$ cat src/sdd_pkg.sv
// Purpose: Shared constants and types for the serial register port and sample dump
// Assumes: 16-bit registers, 10-bit decoded register address, seven sample channels
// Notes:   Samples arrive left aligned in 32-bit words; narrow widths keep the top bits
package sdd_pkg;
  // Register map of the block's own registers
  localparam logic [9:0]  ADDR_DUMP_CTRL = 10'h00E;
  localparam logic [9:0]  ADDR_LAST_XFER = 10'h00F;
  localparam int          REG_W          = 16;
  localparam int          ADDR_W         = 10;
  localparam logic [15:0] DUMP_CTRL_RST  = 16'h0000;
  // Dump control field positions
  localparam int DIV_LSB  = 0;
  localparam int DIV_W    = 4;
  localparam int DRV_BIT  = 4;
  localparam int IDLE_BIT = 5;
  localparam int WID_LSB  = 6;
  localparam int SWAP_BIT = 8;
  localparam int CH_LSB   = 9;
  localparam int NUM_CH   = 7;
  // Slave frame layout
  localparam logic [5:0] XFER_BITS = 6'h20;
  localparam logic [5:0] ADDR_LAST = 6'h0F;
  localparam logic [5:0] DATA_FROM = 6'h10;
  localparam int         RW_BIT    = 31;
  // Master sample framing
  localparam int         SAMP_W     = 32;
  localparam logic [2:0] GAP_HALVES = 3'h4;
  // Sample width table, entry per width selector code
  localparam logic [23:0] WID_TABLE = 24'h82_0218;
  // Timing: one sample period and the clock period, both in ns
  localparam int SAMPLE_PERIOD_NS = 125000;
  localparam int CLK_NS           = 10;
  localparam int SAMPLE_CYC       = SAMPLE_PERIOD_NS / CLK_NS;
  // Master serializer states, gray along idle-shift-gap
  typedef enum logic [1:0] {
    M_IDLE  = 2'b00,
    M_SHIFT = 2'b01,
    M_GAP   = 2'b11
  } sdd_mst_e;
endpackage : sdd_pkg

$ cat src/sdd_stream_if.sv
// Purpose: Valid/ready word stream between the sample feeder, FIFO and serializer
// Assumes: Transfer happens on a clock edge where valid and ready are both high
// Notes:   Data must hold steady while valid is high and ready is low
`timescale 1ns/1ps
interface sdd_stream_if #(parameter int W = 32);
  logic         valid;  // Word offered
  logic         ready;  // Word accepted
  logic [W-1:0] data;   // Word payload
  modport src (output valid, output data, input ready);
  modport snk (input valid, input data, output ready);
endinterface : sdd_stream_if

$ cat src/sdd_fifo.sv
// Purpose: Flip-flop FIFO between sample feeder and serial dump engine
// Assumes: DEPTH is a power of two
// Notes:   Ready on the fill side drops when full, which stalls the feeder
`timescale 1ns/1ps
module sdd_fifo #(
  parameter int W     = 32,
  parameter int DEPTH = 32
) (
  // Clock and control
  input wire logic mclk,
  input wire logic sys_rst,
  input wire logic clk_en,
  // Streams
  sdd_stream_if.snk in_s,
  sdd_stream_if.src out_s
);
  localparam int AW = $clog2(DEPTH);
  logic [W-1:0] mem_r [DEPTH];  // Storage
  logic [AW:0]  wr_ptr_r;       // Write pointer, extra wrap bit
  logic [AW:0]  rd_ptr_r;       // Read pointer, extra wrap bit
  wire          full_w  = (wr_ptr_r[AW] != rd_ptr_r[AW]) &&
                          (wr_ptr_r[AW-1:0] == rd_ptr_r[AW-1:0]);
  wire          empty_w = (wr_ptr_r == rd_ptr_r);
  wire          push_w  = in_s.valid && !full_w;
  wire          pop_w   = out_s.ready && !empty_w;

  assign in_s.ready  = !full_w;
  assign out_s.valid = !empty_w;
  assign out_s.data  = mem_r[rd_ptr_r[AW-1:0]];

  // Pointers move only when enabled
  always_ff @(posedge mclk) begin
    if (sys_rst) begin
      wr_ptr_r <= '0;
      rd_ptr_r <= '0;
    end else if (clk_en) begin
      if (push_w) wr_ptr_r <= wr_ptr_r + 1'b1;
      if (pop_w) rd_ptr_r <= rd_ptr_r + 1'b1;
    end
  end

  // Data storage, no reset needed
  always_ff @(posedge mclk) begin
    if (clk_en && push_w) mem_r[wr_ptr_r[AW-1:0]] <= in_s.data;
  end
endmodule : sdd_fifo

$ cat src/sdd_sync.sv
// Purpose: Two flip-flop synchroniser for pin inputs
// Assumes: Each bit is an independent level
// Notes:   First stage feeds only the second stage
`timescale 1ns/1ps
module sdd_sync #(
  parameter int W = 1
) (
  // Clock and control
  input  wire logic         mclk,
  input  wire logic         sys_rst,
  input  wire logic         clk_en,
  // Data
  input  wire logic [W-1:0] d,
  output logic      [W-1:0] q
);
  logic [W-1:0] meta_r;  // First stage
  // Two stages, frozen with the clock enable
  always_ff @(posedge mclk) begin
    if (sys_rst) begin
      meta_r <= '0;
      q      <= '0;
    end else if (clk_en) begin
      meta_r <= d;
      q      <= meta_r;
    end
  end
endmodule : sdd_sync

$ cat src/sdd_top.sv
// Purpose: Serial register port (slave) and sample dump engine (master)
// Assumes: Slave SCLK no faster than mclk/8; samples arrive left aligned, 8 kHz
// Notes:   Register read data from outside is valid the cycle after reg_re
// How it works
// Dump request low means register slave port
// Sample SDI on rise, drive SDO on fall
// First bit: one reads, zero writes
// Fifteen address bits, low ten decoded
// Exactly one 16-bit value per transaction
// One chip-select low period, one register
// Write only at CS rise with 32 clocks
// After 16 clocks fetch, shift, update last
// Read-clear only after last value updated
// Dump request high: master, registers refused
// Request rise starts dump within one period
// Request fall finishes current sample set
// Master SCLK is clock over 2*div+2
// Swap bit exchanges SDI and SDO directions
// Seven channel enables choose dumped channels
// First-edge-drive bit selects master clock phase
// SCLK sits at idle level while deselected
// CS released two SCLK periods between waits; CS stays low into the next word when the FIFO already holds it
// Fixed channel order, disabled ones skipped
// Sample width from selector, MSB first
// Peer programs control before raising request
// Peer waits a period after dropping request
// Width selector maps through configurable table
// Bit 15 neutral down to bit 9 C voltage
`timescale 1ns/1ps
module sdd_top #(
  parameter int SAMPLE_CYC = sdd_pkg::SAMPLE_CYC,
  parameter int FIFO_DEPTH = 32
) (
  // Clock, reset, enable
  input  wire logic                                      mclk,
  input  wire logic                                      sys_rst,
  input  wire logic                                      clk_en,
  // Serial pins
  input  wire logic                                      sclk_i,
  output logic                                           sclk_o,
  output logic                                           sclk_oe,
  input  wire logic                                      cs_n_i,
  output logic                                           cs_n_o,
  output logic                                           cs_n_oe,
  input  wire logic                                      sdi_i,
  output logic                                           sdi_o,
  output logic                                           sdi_oe,
  output logic                                           sdo_o,
  output logic                                           sdo_oe,
  input  wire logic                                      dump_req,
  // Register file of the device
  output logic [sdd_pkg::ADDR_W-1:0]                     reg_addr,
  output logic [sdd_pkg::REG_W-1:0]                      reg_wdata,
  output logic                                           reg_we,
  output logic                                           reg_re,
  output logic                                           reg_rd_clr,
  input  wire logic [sdd_pkg::REG_W-1:0]                 reg_rdata,
  // Sample source
  input  wire logic                                      samp_valid,
  input  wire logic [sdd_pkg::NUM_CH*sdd_pkg::SAMP_W-1:0] samp_data,
  // Status
  output logic                                           dump_active
);
  import sdd_pkg::*;

  // Synchronised pins
  logic sclk_s, cs_act_s, sdi_s, dreq_s;  // Select synced active high: reset reads idle
  logic sclk_q, cs_n_q, dreq_q;  // Previous synced values for edges
  sdd_sync #(.W(4)) u_sync (
    .mclk    (mclk),
    .sys_rst (sys_rst),
    .clk_en  (clk_en),
    .d       ({sclk_i, ~cs_n_i, sdi_i, dump_req}),
    .q       ({sclk_s, cs_act_s, sdi_s, dreq_s})
  );
  // Back to active low; no false select or CS rise after reset
  wire cs_n_s = !cs_act_s;

  // Registers of the block
  logic [15:0] dump_ctrl_r;   // Dump control
  logic [15:0] last_xfer_r;   // Last transferred value
  logic        mode_master_r; // Interface in dump mode
  // Slave side state
  logic [5:0]  bit_cnt_r;     // SCLK rises in this CS low period
  logic [31:0] rx_r;          // Received frame
  logic [15:0] tx_r;          // Read data being shifted out
  logic        sbit_r;        // Slave output bit
  logic        rd_fetch_r;    // Read fetch cycle
  logic        rd_load_r;     // Read data load cycle
  logic        rd_local_r;    // Read hits a block register
  logic [15:0] local_rd_r;    // Local read value
  // Master side state
  sdd_mst_e    mst_r;
  logic [3:0]  div_cnt_r;     // Half-period counter
  logic [6:0]  edge_cnt_r;    // SCLK edges in current word
  logic [2:0]  gap_cnt_r;     // Half periods with CS released
  logic [31:0] sh_r;          // Sample shift register
  logic        msclk_r;       // Master SCLK level
  logic        mcs_n_r;       // Master chip select
  logic        feed_on_r;     // Accepting new sample sets
  logic        feed_busy_r;   // Walking one sample set
  logic [2:0]  ch_r;          // Channel being pushed
  logic [NUM_CH*SAMP_W-1:0] hold_r;  // Latched sample set

  // Slave decode
  wire        slave_act = !mode_master_r && !cs_n_s;
  wire        s_rise    = slave_act && sclk_s && !sclk_q;
  wire        s_fall    = slave_act && !sclk_s && sclk_q;
  wire        cs_rise   = !mode_master_r && cs_n_s && !cs_n_q;
  wire        addr_done = s_rise && (bit_cnt_r == ADDR_LAST);
  wire        rd_go     = addr_done && rx_r[14];
  wire [9:0]  rd_addr   = {rx_r[8:0], sdi_s};
  wire [9:0]  wr_addr   = rx_r[25:16];
  wire        wr_ok     = cs_rise && (bit_cnt_r == XFER_BITS) && !rx_r[RW_BIT];
  wire        wr_ctrl   = wr_ok && (wr_addr == ADDR_DUMP_CTRL);
  wire        wr_ext    = wr_ok && (wr_addr != ADDR_DUMP_CTRL) && (wr_addr != ADDR_LAST_XFER);
  wire        rd_is_loc = (rd_addr == ADDR_DUMP_CTRL) || (rd_addr == ADDR_LAST_XFER);
  wire [15:0] rd_data   = rd_local_r ? local_rd_r : reg_rdata;

  // Slave bit counter and receive shift
  always_ff @(posedge mclk) begin
    if (sys_rst) begin
      bit_cnt_r <= '0;
      rx_r      <= '0;
    end else if (clk_en) begin
      if (cs_n_s) bit_cnt_r <= '0;
      else if (s_rise && bit_cnt_r != 6'h3F) bit_cnt_r <= bit_cnt_r + 6'h01;
      if (s_rise) rx_r <= {rx_r[30:0], sdi_s};
    end
  end

  // Read pipeline: fetch, load, then clear strobe
  always_ff @(posedge mclk) begin
    if (sys_rst) begin
      rd_fetch_r <= 1'b0;
      rd_load_r  <= 1'b0;
      rd_local_r <= 1'b0;
      local_rd_r <= '0;
      reg_re     <= 1'b0;
      reg_rd_clr <= 1'b0;
    end else if (clk_en) begin
      rd_fetch_r <= rd_go;
      rd_load_r  <= rd_fetch_r;
      reg_re     <= rd_go && !rd_is_loc;
      reg_rd_clr <= rd_load_r && !rd_local_r;
      if (rd_go) begin
        rd_local_r <= rd_is_loc;
        local_rd_r <= (rd_addr == ADDR_DUMP_CTRL) ? dump_ctrl_r : last_xfer_r;
      end
    end
  end

  // Register address and write strobe towards the register file
  always_ff @(posedge mclk) begin
    if (sys_rst) begin
      reg_addr  <= '0;
      reg_wdata <= '0;
      reg_we    <= 1'b0;
    end else if (clk_en) begin
      reg_we <= wr_ext;
      if (rd_go) reg_addr <= rd_addr;
      else if (wr_ok) reg_addr <= wr_addr;
      if (wr_ok) reg_wdata <= rx_r[15:0];
    end
  end

  // Block registers; a write through the port lands only at CS rise
  always_ff @(posedge mclk) begin
    if (sys_rst) begin
      dump_ctrl_r <= DUMP_CTRL_RST;
      last_xfer_r <= '0;
    end else if (clk_en) begin
      if (wr_ctrl) dump_ctrl_r <= rx_r[15:0];
      if (wr_ok) last_xfer_r <= rx_r[15:0];
      else if (rd_load_r) last_xfer_r <= rd_data;
    end
  end

  // Slave SDO shift; changes on falling SCLK once address is in
  always_ff @(posedge mclk) begin
    if (sys_rst) begin
      tx_r   <= '0;
      sbit_r <= 1'b0;
    end else if (clk_en) begin
      if (rd_load_r) tx_r <= rd_data;
      else if (s_fall && bit_cnt_r >= DATA_FROM) begin
        sbit_r <= tx_r[15];
        tx_r   <= {tx_r[14:0], 1'b0};
      end
    end
  end

  // Edge history and mode: request rise enters dump, drain leaves it
  wire dump_start = dreq_s && !dreq_q && !mode_master_r && cs_n_s;
  wire fifo_empty;
  always_ff @(posedge mclk) begin
    if (sys_rst) begin
      sclk_q        <= 1'b0;
      cs_n_q        <= 1'b1;
      dreq_q        <= 1'b0;
      mode_master_r <= 1'b0;
    end else if (clk_en) begin
      sclk_q <= sclk_s;
      cs_n_q <= cs_n_s;
      dreq_q <= dreq_s;
      if (dump_start) mode_master_r <= 1'b1;
      else if (!feed_on_r && fifo_empty && mst_r == M_IDLE) mode_master_r <= 1'b0;
    end
  end

  // Sample feeder into the FIFO
  sdd_stream_if #(.W(SAMP_W)) fin_s ();
  sdd_stream_if #(.W(SAMP_W)) fout_s ();
  wire ch_en    = dump_ctrl_r[CH_LSB + NUM_CH - 1 - int'(ch_r)];
  wire ch_step  = feed_busy_r && (!ch_en || fin_s.ready);
  assign fin_s.valid = feed_busy_r && ch_en;
  assign fin_s.data  = hold_r[SAMP_W*int'(ch_r) +: SAMP_W];

  // Latch a set on each sample strobe, walk channels in order
  always_ff @(posedge mclk) begin
    if (sys_rst) begin
      feed_on_r   <= 1'b0;
      feed_busy_r <= 1'b0;
      ch_r        <= '0;
      hold_r      <= '0;
    end else if (clk_en) begin
      if (dump_start) feed_on_r <= 1'b1;
      else if (!dreq_s && !feed_busy_r) feed_on_r <= 1'b0;
      if (samp_valid && feed_on_r && dreq_s && !feed_busy_r) begin
        hold_r      <= samp_data;
        feed_busy_r <= 1'b1;
        ch_r        <= '0;
      end else if (ch_step) begin
        ch_r <= ch_r + 3'h1;
        if (ch_r == 3'(NUM_CH - 1)) feed_busy_r <= 1'b0;
      end
    end
  end

  sdd_fifo #(.W(SAMP_W), .DEPTH(FIFO_DEPTH)) u_fifo (
    .mclk    (mclk),
    .sys_rst (sys_rst),
    .clk_en  (clk_en),
    .in_s    (fin_s),
    .out_s   (fout_s)
  );
  assign fifo_empty = !fout_s.valid;

  // Master decode
  wire [3:0] div_w    = dump_ctrl_r[DIV_LSB +: DIV_W];
  wire       tick     = (div_cnt_r == div_w);
  wire       drv1     = dump_ctrl_r[DRV_BIT];
  wire       idle_lvl = dump_ctrl_r[IDLE_BIT];
  wire [1:0] wsel     = dump_ctrl_r[WID_LSB +: 2];
  wire [6:0] wid_w    = {1'b0, WID_TABLE[6*int'(wsel) +: 6]};
  wire       last_e   = (edge_cnt_r == 7'((wid_w << 1) - 7'h01));
  wire       shift_e  = drv1 ? (edge_cnt_r[0] == 1'b0 && edge_cnt_r != 7'h00)
                             : edge_cnt_r[0];
  wire       take_new = mode_master_r && fout_s.valid &&
                        ((mst_r == M_IDLE) || (mst_r == M_SHIFT && tick && last_e));
  assign fout_s.ready = take_new;

  // Half-period divider, runs only while shifting or gapping
  always_ff @(posedge mclk) begin
    if (sys_rst) div_cnt_r <= '0;
    else if (clk_en) div_cnt_r <= (mst_r == M_IDLE || tick) ? 4'h0 : div_cnt_r + 4'h1;
  end

  // Master serializer
  always_ff @(posedge mclk) begin
    if (sys_rst) begin
      mst_r      <= M_IDLE;
      edge_cnt_r <= '0;
      gap_cnt_r  <= '0;
      sh_r       <= '0;
      msclk_r    <= 1'b0;
      mcs_n_r    <= 1'b1;
    end else if (clk_en) begin
      case (mst_r)
        M_IDLE: begin
          msclk_r <= idle_lvl;
          mcs_n_r <= 1'b1;
          if (take_new) begin
            sh_r       <= fout_s.data;
            edge_cnt_r <= '0;
            mcs_n_r    <= 1'b0;
            mst_r      <= M_SHIFT;
          end
        end
        M_SHIFT: begin
          if (tick) begin
            msclk_r    <= ~msclk_r;
            edge_cnt_r <= edge_cnt_r + 7'h01;
            if (shift_e) sh_r <= {sh_r[30:0], 1'b0};
            if (last_e && take_new) begin
              sh_r       <= fout_s.data;
              edge_cnt_r <= '0;
            end else if (last_e) begin
              mcs_n_r   <= 1'b1;
              gap_cnt_r <= '0;
              mst_r     <= M_GAP;
            end
          end
        end
        M_GAP: begin
          msclk_r <= idle_lvl;
          if (tick) gap_cnt_r <= gap_cnt_r + 3'h1;
          if (tick && gap_cnt_r == GAP_HALVES - 3'h1) mst_r <= M_IDLE;
        end
        default: mst_r <= M_IDLE;
      endcase
    end
  end

  // Pin stage: every pin output straight from a flop
  wire swap = dump_ctrl_r[SWAP_BIT];
  always_ff @(posedge mclk) begin
    if (sys_rst) begin
      sclk_o <= 1'b0; sclk_oe <= 1'b0; cs_n_o <= 1'b1; cs_n_oe <= 1'b0;
      sdi_o  <= 1'b0; sdi_oe  <= 1'b0; sdo_o  <= 1'b0; sdo_oe  <= 1'b0;
      dump_active <= 1'b0;
    end else if (clk_en) begin
      sclk_o      <= msclk_r;
      sclk_oe     <= mode_master_r;
      cs_n_o      <= mcs_n_r;
      cs_n_oe     <= mode_master_r;
      sdi_o       <= sh_r[SAMP_W-1];
      sdi_oe      <= mode_master_r && swap;
      sdo_o       <= mode_master_r ? sh_r[SAMP_W-1] : sbit_r;
      sdo_oe      <= mode_master_r ? !swap : slave_act;
      dump_active <= mode_master_r;
    end
  end

  // Checks
  logic [15:0] wait_cnt_r;  // Dump-mode cycles since dump start or since the last frame ended
  always_ff @(posedge mclk) begin
    if (sys_rst || !mode_master_r || !mcs_n_r) wait_cnt_r <= '0;
    else if (clk_en && wait_cnt_r != 16'hFFFF) wait_cnt_r <= wait_cnt_r + 16'h0001;
  end

  a_write_exact32: assert property (@(posedge mclk) disable iff (sys_rst)
    $rose(reg_we) |-> $past(bit_cnt_r) == XFER_BITS && $past(cs_rise))
    else $error("write strobe without exactly 32 clocks");
  a_read_after16: assert property (@(posedge mclk) disable iff (sys_rst)
    $rose(reg_re) |-> $past(bit_cnt_r) == ADDR_LAST && $past(rx_r[14]))
    else $error("read fetch not at address end");
  a_clear_after_last: assert property (@(posedge mclk) disable iff (sys_rst)
    $rose(reg_rd_clr) |-> $past(rd_load_r) && !$past(rd_local_r))
    else $error("read clear before last value update");
  a_refuse_master: assert property (@(posedge mclk) disable iff (sys_rst)
    $past(mode_master_r) && mode_master_r |-> !$rose(reg_we) && !$rose(reg_re))
    else $error("register access while dumping");
  a_slave_pins_in: assert property (@(posedge mclk) disable iff (sys_rst)
    clk_en && !mode_master_r |=> !cs_n_oe && !sclk_oe)
    else $error("slave mode drives clock or select");
  a_sclk_idle: assert property (@(posedge mclk) disable iff (sys_rst)
    mode_master_r && mcs_n_r && mst_r != M_IDLE |-> msclk_r == idle_lvl)
    else $error("master clock not idle while deselected");
  a_gap_min: assert property (@(posedge mclk) disable iff (sys_rst)
    $rose(mcs_n_r) && mode_master_r |-> mcs_n_r [*4])
    else $error("chip select gap too short");
  a_div_rate: assert property (@(posedge mclk) disable iff (sys_rst)
    $changed(msclk_r) && $past(mst_r) == M_SHIFT |-> $past(div_cnt_r == div_w))
    else $error("master clock edge off divider");
  a_swap_dir: assert property (@(posedge mclk) disable iff (sys_rst)
    clk_en && mode_master_r && swap |=> sdi_oe && !sdo_oe)
    else $error("swapped direction not applied");
  a_stop_set: assert property (@(posedge mclk) disable iff (sys_rst)
    $fell(feed_on_r) |-> $past(!feed_busy_r) && !$past(dreq_s))
    else $error("dump stopped inside a sample set");
  a_first_sample: assert property (@(posedge mclk) disable iff (sys_rst)
    wait_cnt_r <= 16'(2 * SAMPLE_CYC))
    else $error("no frame within sample periods of start");

  c_write: cover property (@(posedge mclk) disable iff (sys_rst) $rose(reg_we));
  c_read: cover property (@(posedge mclk) disable iff (sys_rst) $rose(reg_rd_clr));
  c_dump: cover property (@(posedge mclk) disable iff (sys_rst) $fell(mcs_n_r));
  c_gap: cover property (@(posedge mclk) disable iff (sys_rst) mst_r == M_GAP);
endmodule : sdd_top
$ cat config.mk
export PLATFORM = sky130hd
export DESIGN_NAME = sdd_top
export DESIGN_NICKNAME = d
export VERILOG_FILES = /design/src/sdd_pkg.sv /design/src/sdd_stream_if.sv /design/src/sdd_fifo.sv /design/src/sdd_sync.sv /design/src/sdd_top.sv
export SDC_FILE = /design/constraint.sdc
export NUM_CORES = 2
export LEC_CHECK = 0
export BUFFER_PORTS_ARGS = -buffer_cell sky130_fd_sc_hd__buf_2
export CAP_MARGIN = 15
export CORE_MARGIN = 4
export CORE_UTILIZATION = 25
export CTS_CLUSTER_SIZE = 8
export DETAILED_ROUTE_END_ITERATION = 8
export SLEW_MARGIN = 30
export SYNTH_ARGS = -nofsm -noshare
export SYNTH_HDL_FRONTEND = slang
export SYNTH_SLANG_ARGS = --single-unit
$ cat constraint.sdc
create_clock -name mclk -period 4.1 [get_ports mclk]
set_input_delay 0.41 -clock mclk [delete_from_list [all_inputs] [get_ports mclk]]
set_output_delay 0.41 -clock mclk [all_outputs]
set_load 0.05 [all_outputs]
### Word level (Yosys, flattened, before mapping)

Memories as Yosys holds them, arrays and structs flattened. A register that Yosys moved wholly into a read port is not among the register bits.
Index checks and enable logic that the tools add are counted.

* word-level logic and storage cells: 238
* output and inout bits: 38
* memories: 1
* memory bits (writable): 1024
* register bits: 445

* eq/ne operators: 25
* $lt $le $gt $ge: 2
* shift operators: 2
* add/sub/neg operators: 9
* reductions and logical operators: 96
* bitwise operators: 4
* multiplexer cells: 57
* multipliers: 1

Memories
* u_fifo.mem_r: depth 32, bits a word 32, rd ports 1, clocked after Yosys merged registers in 1, wr ports 1, line sdd_fifo.sv:18 `logic [W-1:0] mem_r [DEPTH];`

Operators by type and width (count)
* variable part select 224 x 9 -> 32 bit: 1
* two-way mux 32 bit: 4
* two-way mux 16 bit: 6
* case mux 32 bit (2 select lines): 1
* logical AND 1 bit: 41
* == test 10 x 4 -> 1 bit, second input constant: 3
* AND reduction 2 bit: 14
* variable part select 24 x 6 -> 6 bit, first input constant: 1
* two-way mux 7 bit: 3
* two-way mux 10 bit: 2
* != test 10 x 4 -> 1 bit, second input constant: 2
* nonzero test 2 bit: 10
* two-way mux 1 bit: 19
* adder 6 x 1 -> 6 bit, second input constant: 3
* two-way mux 3 bit: 6
* zero test 1 bit: 16
* != test 2 bit, second input constant: 7
* case mux 7 bit (2 select lines): 1
* two-way mux 6 bit: 2
* AND reduction 6 bit: 2
* two-way mux 2 bit: 5
* two-way mux 5 bit: 2
* AND reduction 5 bit: 2
* AND reduction 3 bit: 3
* other kinds (32): 40

### Longest topological paths before layout

* depth after elaboration: 11
* gate-level depth with buffers: 11
* depth with buffers taken out: 8

### Hierarchy

From an unflattened synthesis, not the netlist that was laid out.

* cell total of the unflattened synthesis: 4597
* area total of the unflattened synthesis: 59467.0 µm²

By module, submodules not included
* sdd_fifo: sequential area each 31089.8 µm², area each 40586.4 µm², times used 1, cells an instance 2314
* sdd_top: sequential area each 8508.2 µm², area each 18595.3 µm², times used 1, cells an instance 2257
* sdd_sync: sequential area each 160.2 µm², area each 285.3 µm², times used 1, cells an instance 26

### Worst setup path before layout

No wires, ideal clock.

* kind: flip-flop to flip-flop
* start point: register ch_r[0]
* end point: memory u_fifo.mem_r[0][0], data pin
* stages on the path, launching flop included: 7
* data arrival time: 2940 ps
* data required time: 3646 ps
* slack: 706 ps
* cells stage by stage: dfxtp_1 > buf_1 > inv_1 > nor2_1 > clkbuf_1 > a21oi_1 > o21ai_0

* cells in the longest elaborated chain, start to end: 1

RTL lines
* start: declaration: line sdd_top.sv:102 `logic [2:0] ch_r;`
* start signal: assignment: line sdd_top.sv:234 `ch_r <= ch_r + 3'h1;`
* variable part select 224 x 9 -> 32 bit: line sdd_top.sv:217 `assign fin_s.data = hold_r[SAMP_W*int'(ch_r) +: SAMP_W];`
* named net fin_s.data[0]: line sdd_stream_if.sv:8 `logic [W-1:0] data;`
* end: declaration: line sdd_fifo.sv:18

The timed path passes the listed nets, and every way through them passes these cells.

### Worst setup path after layout

* start point: register ch_r[0]
* end point: memory u_fifo.mem_r[10][28], enable pin

* cells in the longest elaborated chain, start to end: 9

RTL lines
* subtractor 4 x 3 -> 5 bit: line sdd_top.sv:214 `wire ch_en = dump_ctrl_r[CH_LSB + NUM_CH - 1 - int'(ch_r)];`
* binary-select mux 1 bit (select 4 bit): line sdd_top.sv:214
* two-way mux 1 bit (not written as such) (2 in a row): line sdd_top.sv:214
* logical AND 1 bit: line sdd_top.sv:216 `assign fin_s.valid = feed_busy_r && ch_en;`
* logical AND 1 bit: line sdd_fifo.sv:24 `wire push_w = in_s.valid && !full_w;`
* logical AND 1 bit: line sdd_fifo.sv:44 `if (clk_en && push_w) mem_r[wr_ptr_r[AW-1:0]] <= in_s.data;`
* two-way mux 1 bit: line sdd_fifo.sv:44
* two-way mux 1 bit (not written as such): line sdd_fifo.sv:44

Every way passes these cells. The select of a mux whose other input is x is not followed.

==> impl_metrics.py <==
metrics = {
    "sta": {
        "hold_viol_final": 0,
        "finalCritPeriodShare_pct": 83.29,
        "maxSlewHeadroom_pct": 35.79,
        "finalSetupTns_ns": 0,
        "skew_ns": 0.07193,
        "max_freq_mhz": 292.8,
        "setup_viol": 0,
        "period_needed_ns": 3.415,
        "worst_slack_ns": 0.6850,
        "worst_pin_slew_ns": 0.9595,
        "hold_ws_ns": 0.1089,
        "drv_slew": 0,
        "rsz0062_at_grt": "no",
    },
    "global_route": {
        "grt_pass1_wl_um": 251600,
        "antenna_found_initial": 1,
        "track_usage_pct": 13.72,
        "grt.busiest_layer": "met2",
        "met3_usage_pct": 2.121,
        "grt_util_met2_pct": 23.11,
        "grt_use_met1_pct": 18.04,
        "grt_pass1_vias": 37750,
        "grt_max_degree": 180,
        "overflow": 0,
    },
    "power": {
        "cellPowerDensity_nw_per_um2": 439.3,
        "p_comb_share_pct": 1.5,
        "switching_share_pct": 20.56,
        "p_clk_share_pct": 48.9,
        "power.internal_mw": 25.18,
        "p_sw_mw": 6.516,
        "peakVddDrop_mv": 0.4649,
        "p_leak_nw": 25.21,
        "p_seq_share_pct": 49.7,
    },
    "floorplanning": {
        "initial_core_util_pct": 25.22,
        "die_height_um": 490.5,
        "io_pins": 286,
        "dieArea_um2": 240600,
        "die_x_um": 490.5,
        "design.core.area_um2": 230800,
        "rows": 176,
    },
    "setup_path": {
        "slowest_delay_ns": 0.81,
        "path_class": "register to register",
        "cp_cell_sequence": "mux4_2 -> mux2_2 -> o211a_1 -> nand2_1 -> nor2_4 -> buf_4",
        "end_kind": "register",
        "slowest_stage": "nor2_4",
        "worst-path-buf-inv": 1,
        "worstSetupStartpointType": "register",
        "critPathTopFamily": "simple AND/OR/NAND/NOR gates",
        "required_ns": 4.51,
        "cp.arrival_ns": 3.82,
        "critPathMaxFanout": 17,
    },
    "yosys": {
        "synth_top_family_by_area": "multiplexers",
        "postSynth.asyncResetShare_pct": 0,
        "synth_top_area_share_pct": 52.84,
        "synth_fp_nets": 4515,
        "synth_area_um2": 58200,
        "synth-simple-area-share_pct": 8.064,
        "syn_inst": 4249,
        "synth_top_cells_by_count": "edfxtp_1 (1024), nand2_1 (611), dfxtp_1 (450)",
        "synthTopCellsByArea": "edfxtp_1 (53%), dfxtp_1 (15%), mux2i_1 (6.5%), mux4_2 (6.4%), nand2_1 (3.9%)",
        "yosysMostFrequentCell": "edfxtp_1",
        "synth-main-ff-cell": "edfxtp_1",
        "synthDistinctLibCells": 67,
        "ys_ff_latch": 1474,
        "synth_xor_area_share_pct": 0.3612,
        "yosysSeqAreaShare_pct": 68.31,
        "yosys.area_share.adder_pct": 0.3870,
        "yosys.area.top_type": "edfxtp_1",
        "yosysWarnings": 0,
        "synth_edf_count": 1024,
        "yosys-mux-area-fraction_pct": 12.94,
        "syn_area_per_cell_um2": 13.70,
        "synth_compound_area_share_pct": 7.516,
    },
    "clock_tree": {
        "cts-resized-gates": 0,
        "clock-sinks": 1474,
        "insertion_delay_ns": 0.81,
        "h-tree-depth": 4,
        "clock_path_buffers": 3,
        "cts_tree": "built",
        "cts.clk_slew.worst_paths_ns": 0.05,
        "cts_root_buffer": "clkbuf_16",
        "cts_buffers": 202,
    },
    "routing": {
        "dr.first_iter.drc_count": 3823,
        "viasPerCell": 4.773,
        "avgRoutedWirePerCell_um": 21.61,
        "vias": 37900,
        "drtAntennaViolNets": 0,
        "drc": 0,
        "detail_route.first_pass.iterations": 6,
        "wirelength_um": 171600,
    },
    "placement": {
        "dpl_worst_slack_ns": 0.6992,
        "place_congestion": 0.8209,
        "io_buffer_count": 285,
        "hpwl_um": 99870,
    },
    "cells_and_area": {
        "regArea_um2": 39770,
        "drive_gt1_share_pct": 17.81,
        "multi_input_area_um2": 17750,
        "nFillCells": 22540,
        "syn_to_final_growth_pct": 23.98,
        "fin_nets": 5041,
    },
    "worst_hold_path": {
        "hp-class": "primary input to register",
    },
    "run": {
        "drv_cap": 0,
    },
    "status": {
        "status": "complete, no violations",
    },
}
==> final timing paths <==
| path | start | to | slack (ns) | depth (start not counted) |
|---|---|---|---|---|
| worst max-delay path | ch_r[0]$_SDFFE_PP0P_ | u_fifo.mem_r[10][28]$_DFFE_PP_ | 0.68 | 6 |
| worst min-delay path | reg_rdata[0] | tx_r[0]$_SDFFE_PP0P_ | 0.11 | 5 |
| worst max register to register | ch_r[0]$_SDFFE_PP0P_ | u_fifo.mem_r[10][28]$_DFFE_PP_ | 0.68 | 6 |
| worst min register to register | hold_r[88]$_SDFFE_PP0P_ | hold_r[88]$_SDFFE_PP0P_ | 0.45 | 2 |
==> worst register-to-register path, cell delays in order (launching register included) <==
cell and delay (ns):
dfxtp_4 0.36, mux4_2 0.36, mux2_2 0.18, o211a_1 0.30, nand2_1 0.50, nor2_4 0.81
buf_4 0.50
==> cells in the final DEF, fill, tap and decap left out, types with 9 or more instances in the layout <==
cell / synthesis / routed
edfxtp_1: 1024 / 1024
nand2_1: 611 / 610
dfxtp_1: 450 / 446
a21oi_1: 383 / 383
mux2i_1: 378 / 378
buf_2: 57 / 284
nor2_1: 316 / 276
dlygate4sd3_1: 0 / 229
clkbuf_16: 0 / 203
mux4_2: 165 / 165
a22oi_1: 157 / 157
clkbuf_1: 197 / 124
nand3_1: 86 / 86
buf_4: 6 / 79
a211oi_1: 63 / 63
inv_1: 53 / 52
nor2_4: 1 / 41
nand4_1: 41 / 41
o21ai_4: 0 / 33
o32ai_1: 32 / 32
buf_12: 0 / 21
ha_1: 18 / 18
xnor2_1: 16 / 16
o21ai_0: 47 / 15
nor3_1: 13 / 13
clkinv_16: 0 / 9
==> metrics by stage <==
step           std cells  instance area [µm²]  util (%)  power [mW]
5_1_grt             7940                72150     31.27       32.61
4_1_cts             7938                72100     31.24       31.91
3_3_place_gp        7367                63690     27.60       16.32
6_report            7940                72150     31.27       31.70
3_5_place_dp        7367                63900     27.69       16.32
2_1_floorplan       4249                58200         -       16.14
==> power groups by stage <==
stage	clock network (mW)	logic (mW)	registers, mW
finish	15.5	0.465	15.7
global route	16.4	0.497	15.7
CTS	15.7	0.451	15.7
detailed placement	0	0.281	16.0
global placement	0	0.279	16.0
floorplan	0	0.101	16.0
==> per-layer routing <==
layer / part of all wire, % / wire length, µm / vias to the layer above
met5: 0 / 0 / -
met4: 2.8 / 4846 / 0
met3: 6.7 / 11510 / 261
met2: 49 / 83450 / 1536
met1: 42 / 71810 / 19200
li1: - / - / 16900
==> sequential cells by signal (all words and copies together) (netlist names), 2 cells and up, named ones only <==
register and count:
u_fifo.mem_r 1024, hold_r 224, rx_r 32, sh_r 32
dump_ctrl_r 16, last_xfer_r 16, local_rd_r 16, reg_wdata 16
tx_r 16, reg_addr 10, edge_cnt_r 7, bit_cnt_r 6
u_fifo.rd_ptr_r 6, u_fifo.wr_ptr_r 6, div_cnt_r 4, u_sync.meta_r 4
u_sync.q 4, ch_r 3, gap_cnt_r 3, mst_r 2
==> area by class of cell <==
type	instances	share of cell area, %
timing repair buffer	614	6.572
clock buffer	327	7.685
multi-input combinational	2430	24.59
antenna	1	0.003468
sequential	1474	55.12
clock inverter	15	0.4977
tap	3026	5.247
inverter	53	0.2775
==> repair_timing <==
action	4_1_cts	5_1_grt
endpoints found under the hold margin	233	0
hold buffers	229	0
buffers inserted	0	0
==> logic make-up (layout without fill, tap and decap cells) <==
group | after synthesis | after routing
buffers and inverters | 345 | 1009
flip-flops | 1474 | 1474
multiplexers | 546 | 546
AO/OA/AOI/OAI | 713 | 713
XOR/XNOR | 24 | 24
adder cells (fa/ha/maj) | 18 | 18
AND/OR/NAND/NOR | 1129 | 1129
other | 0 | 1
Note: power is estimated with default switching activity, not from simulation.
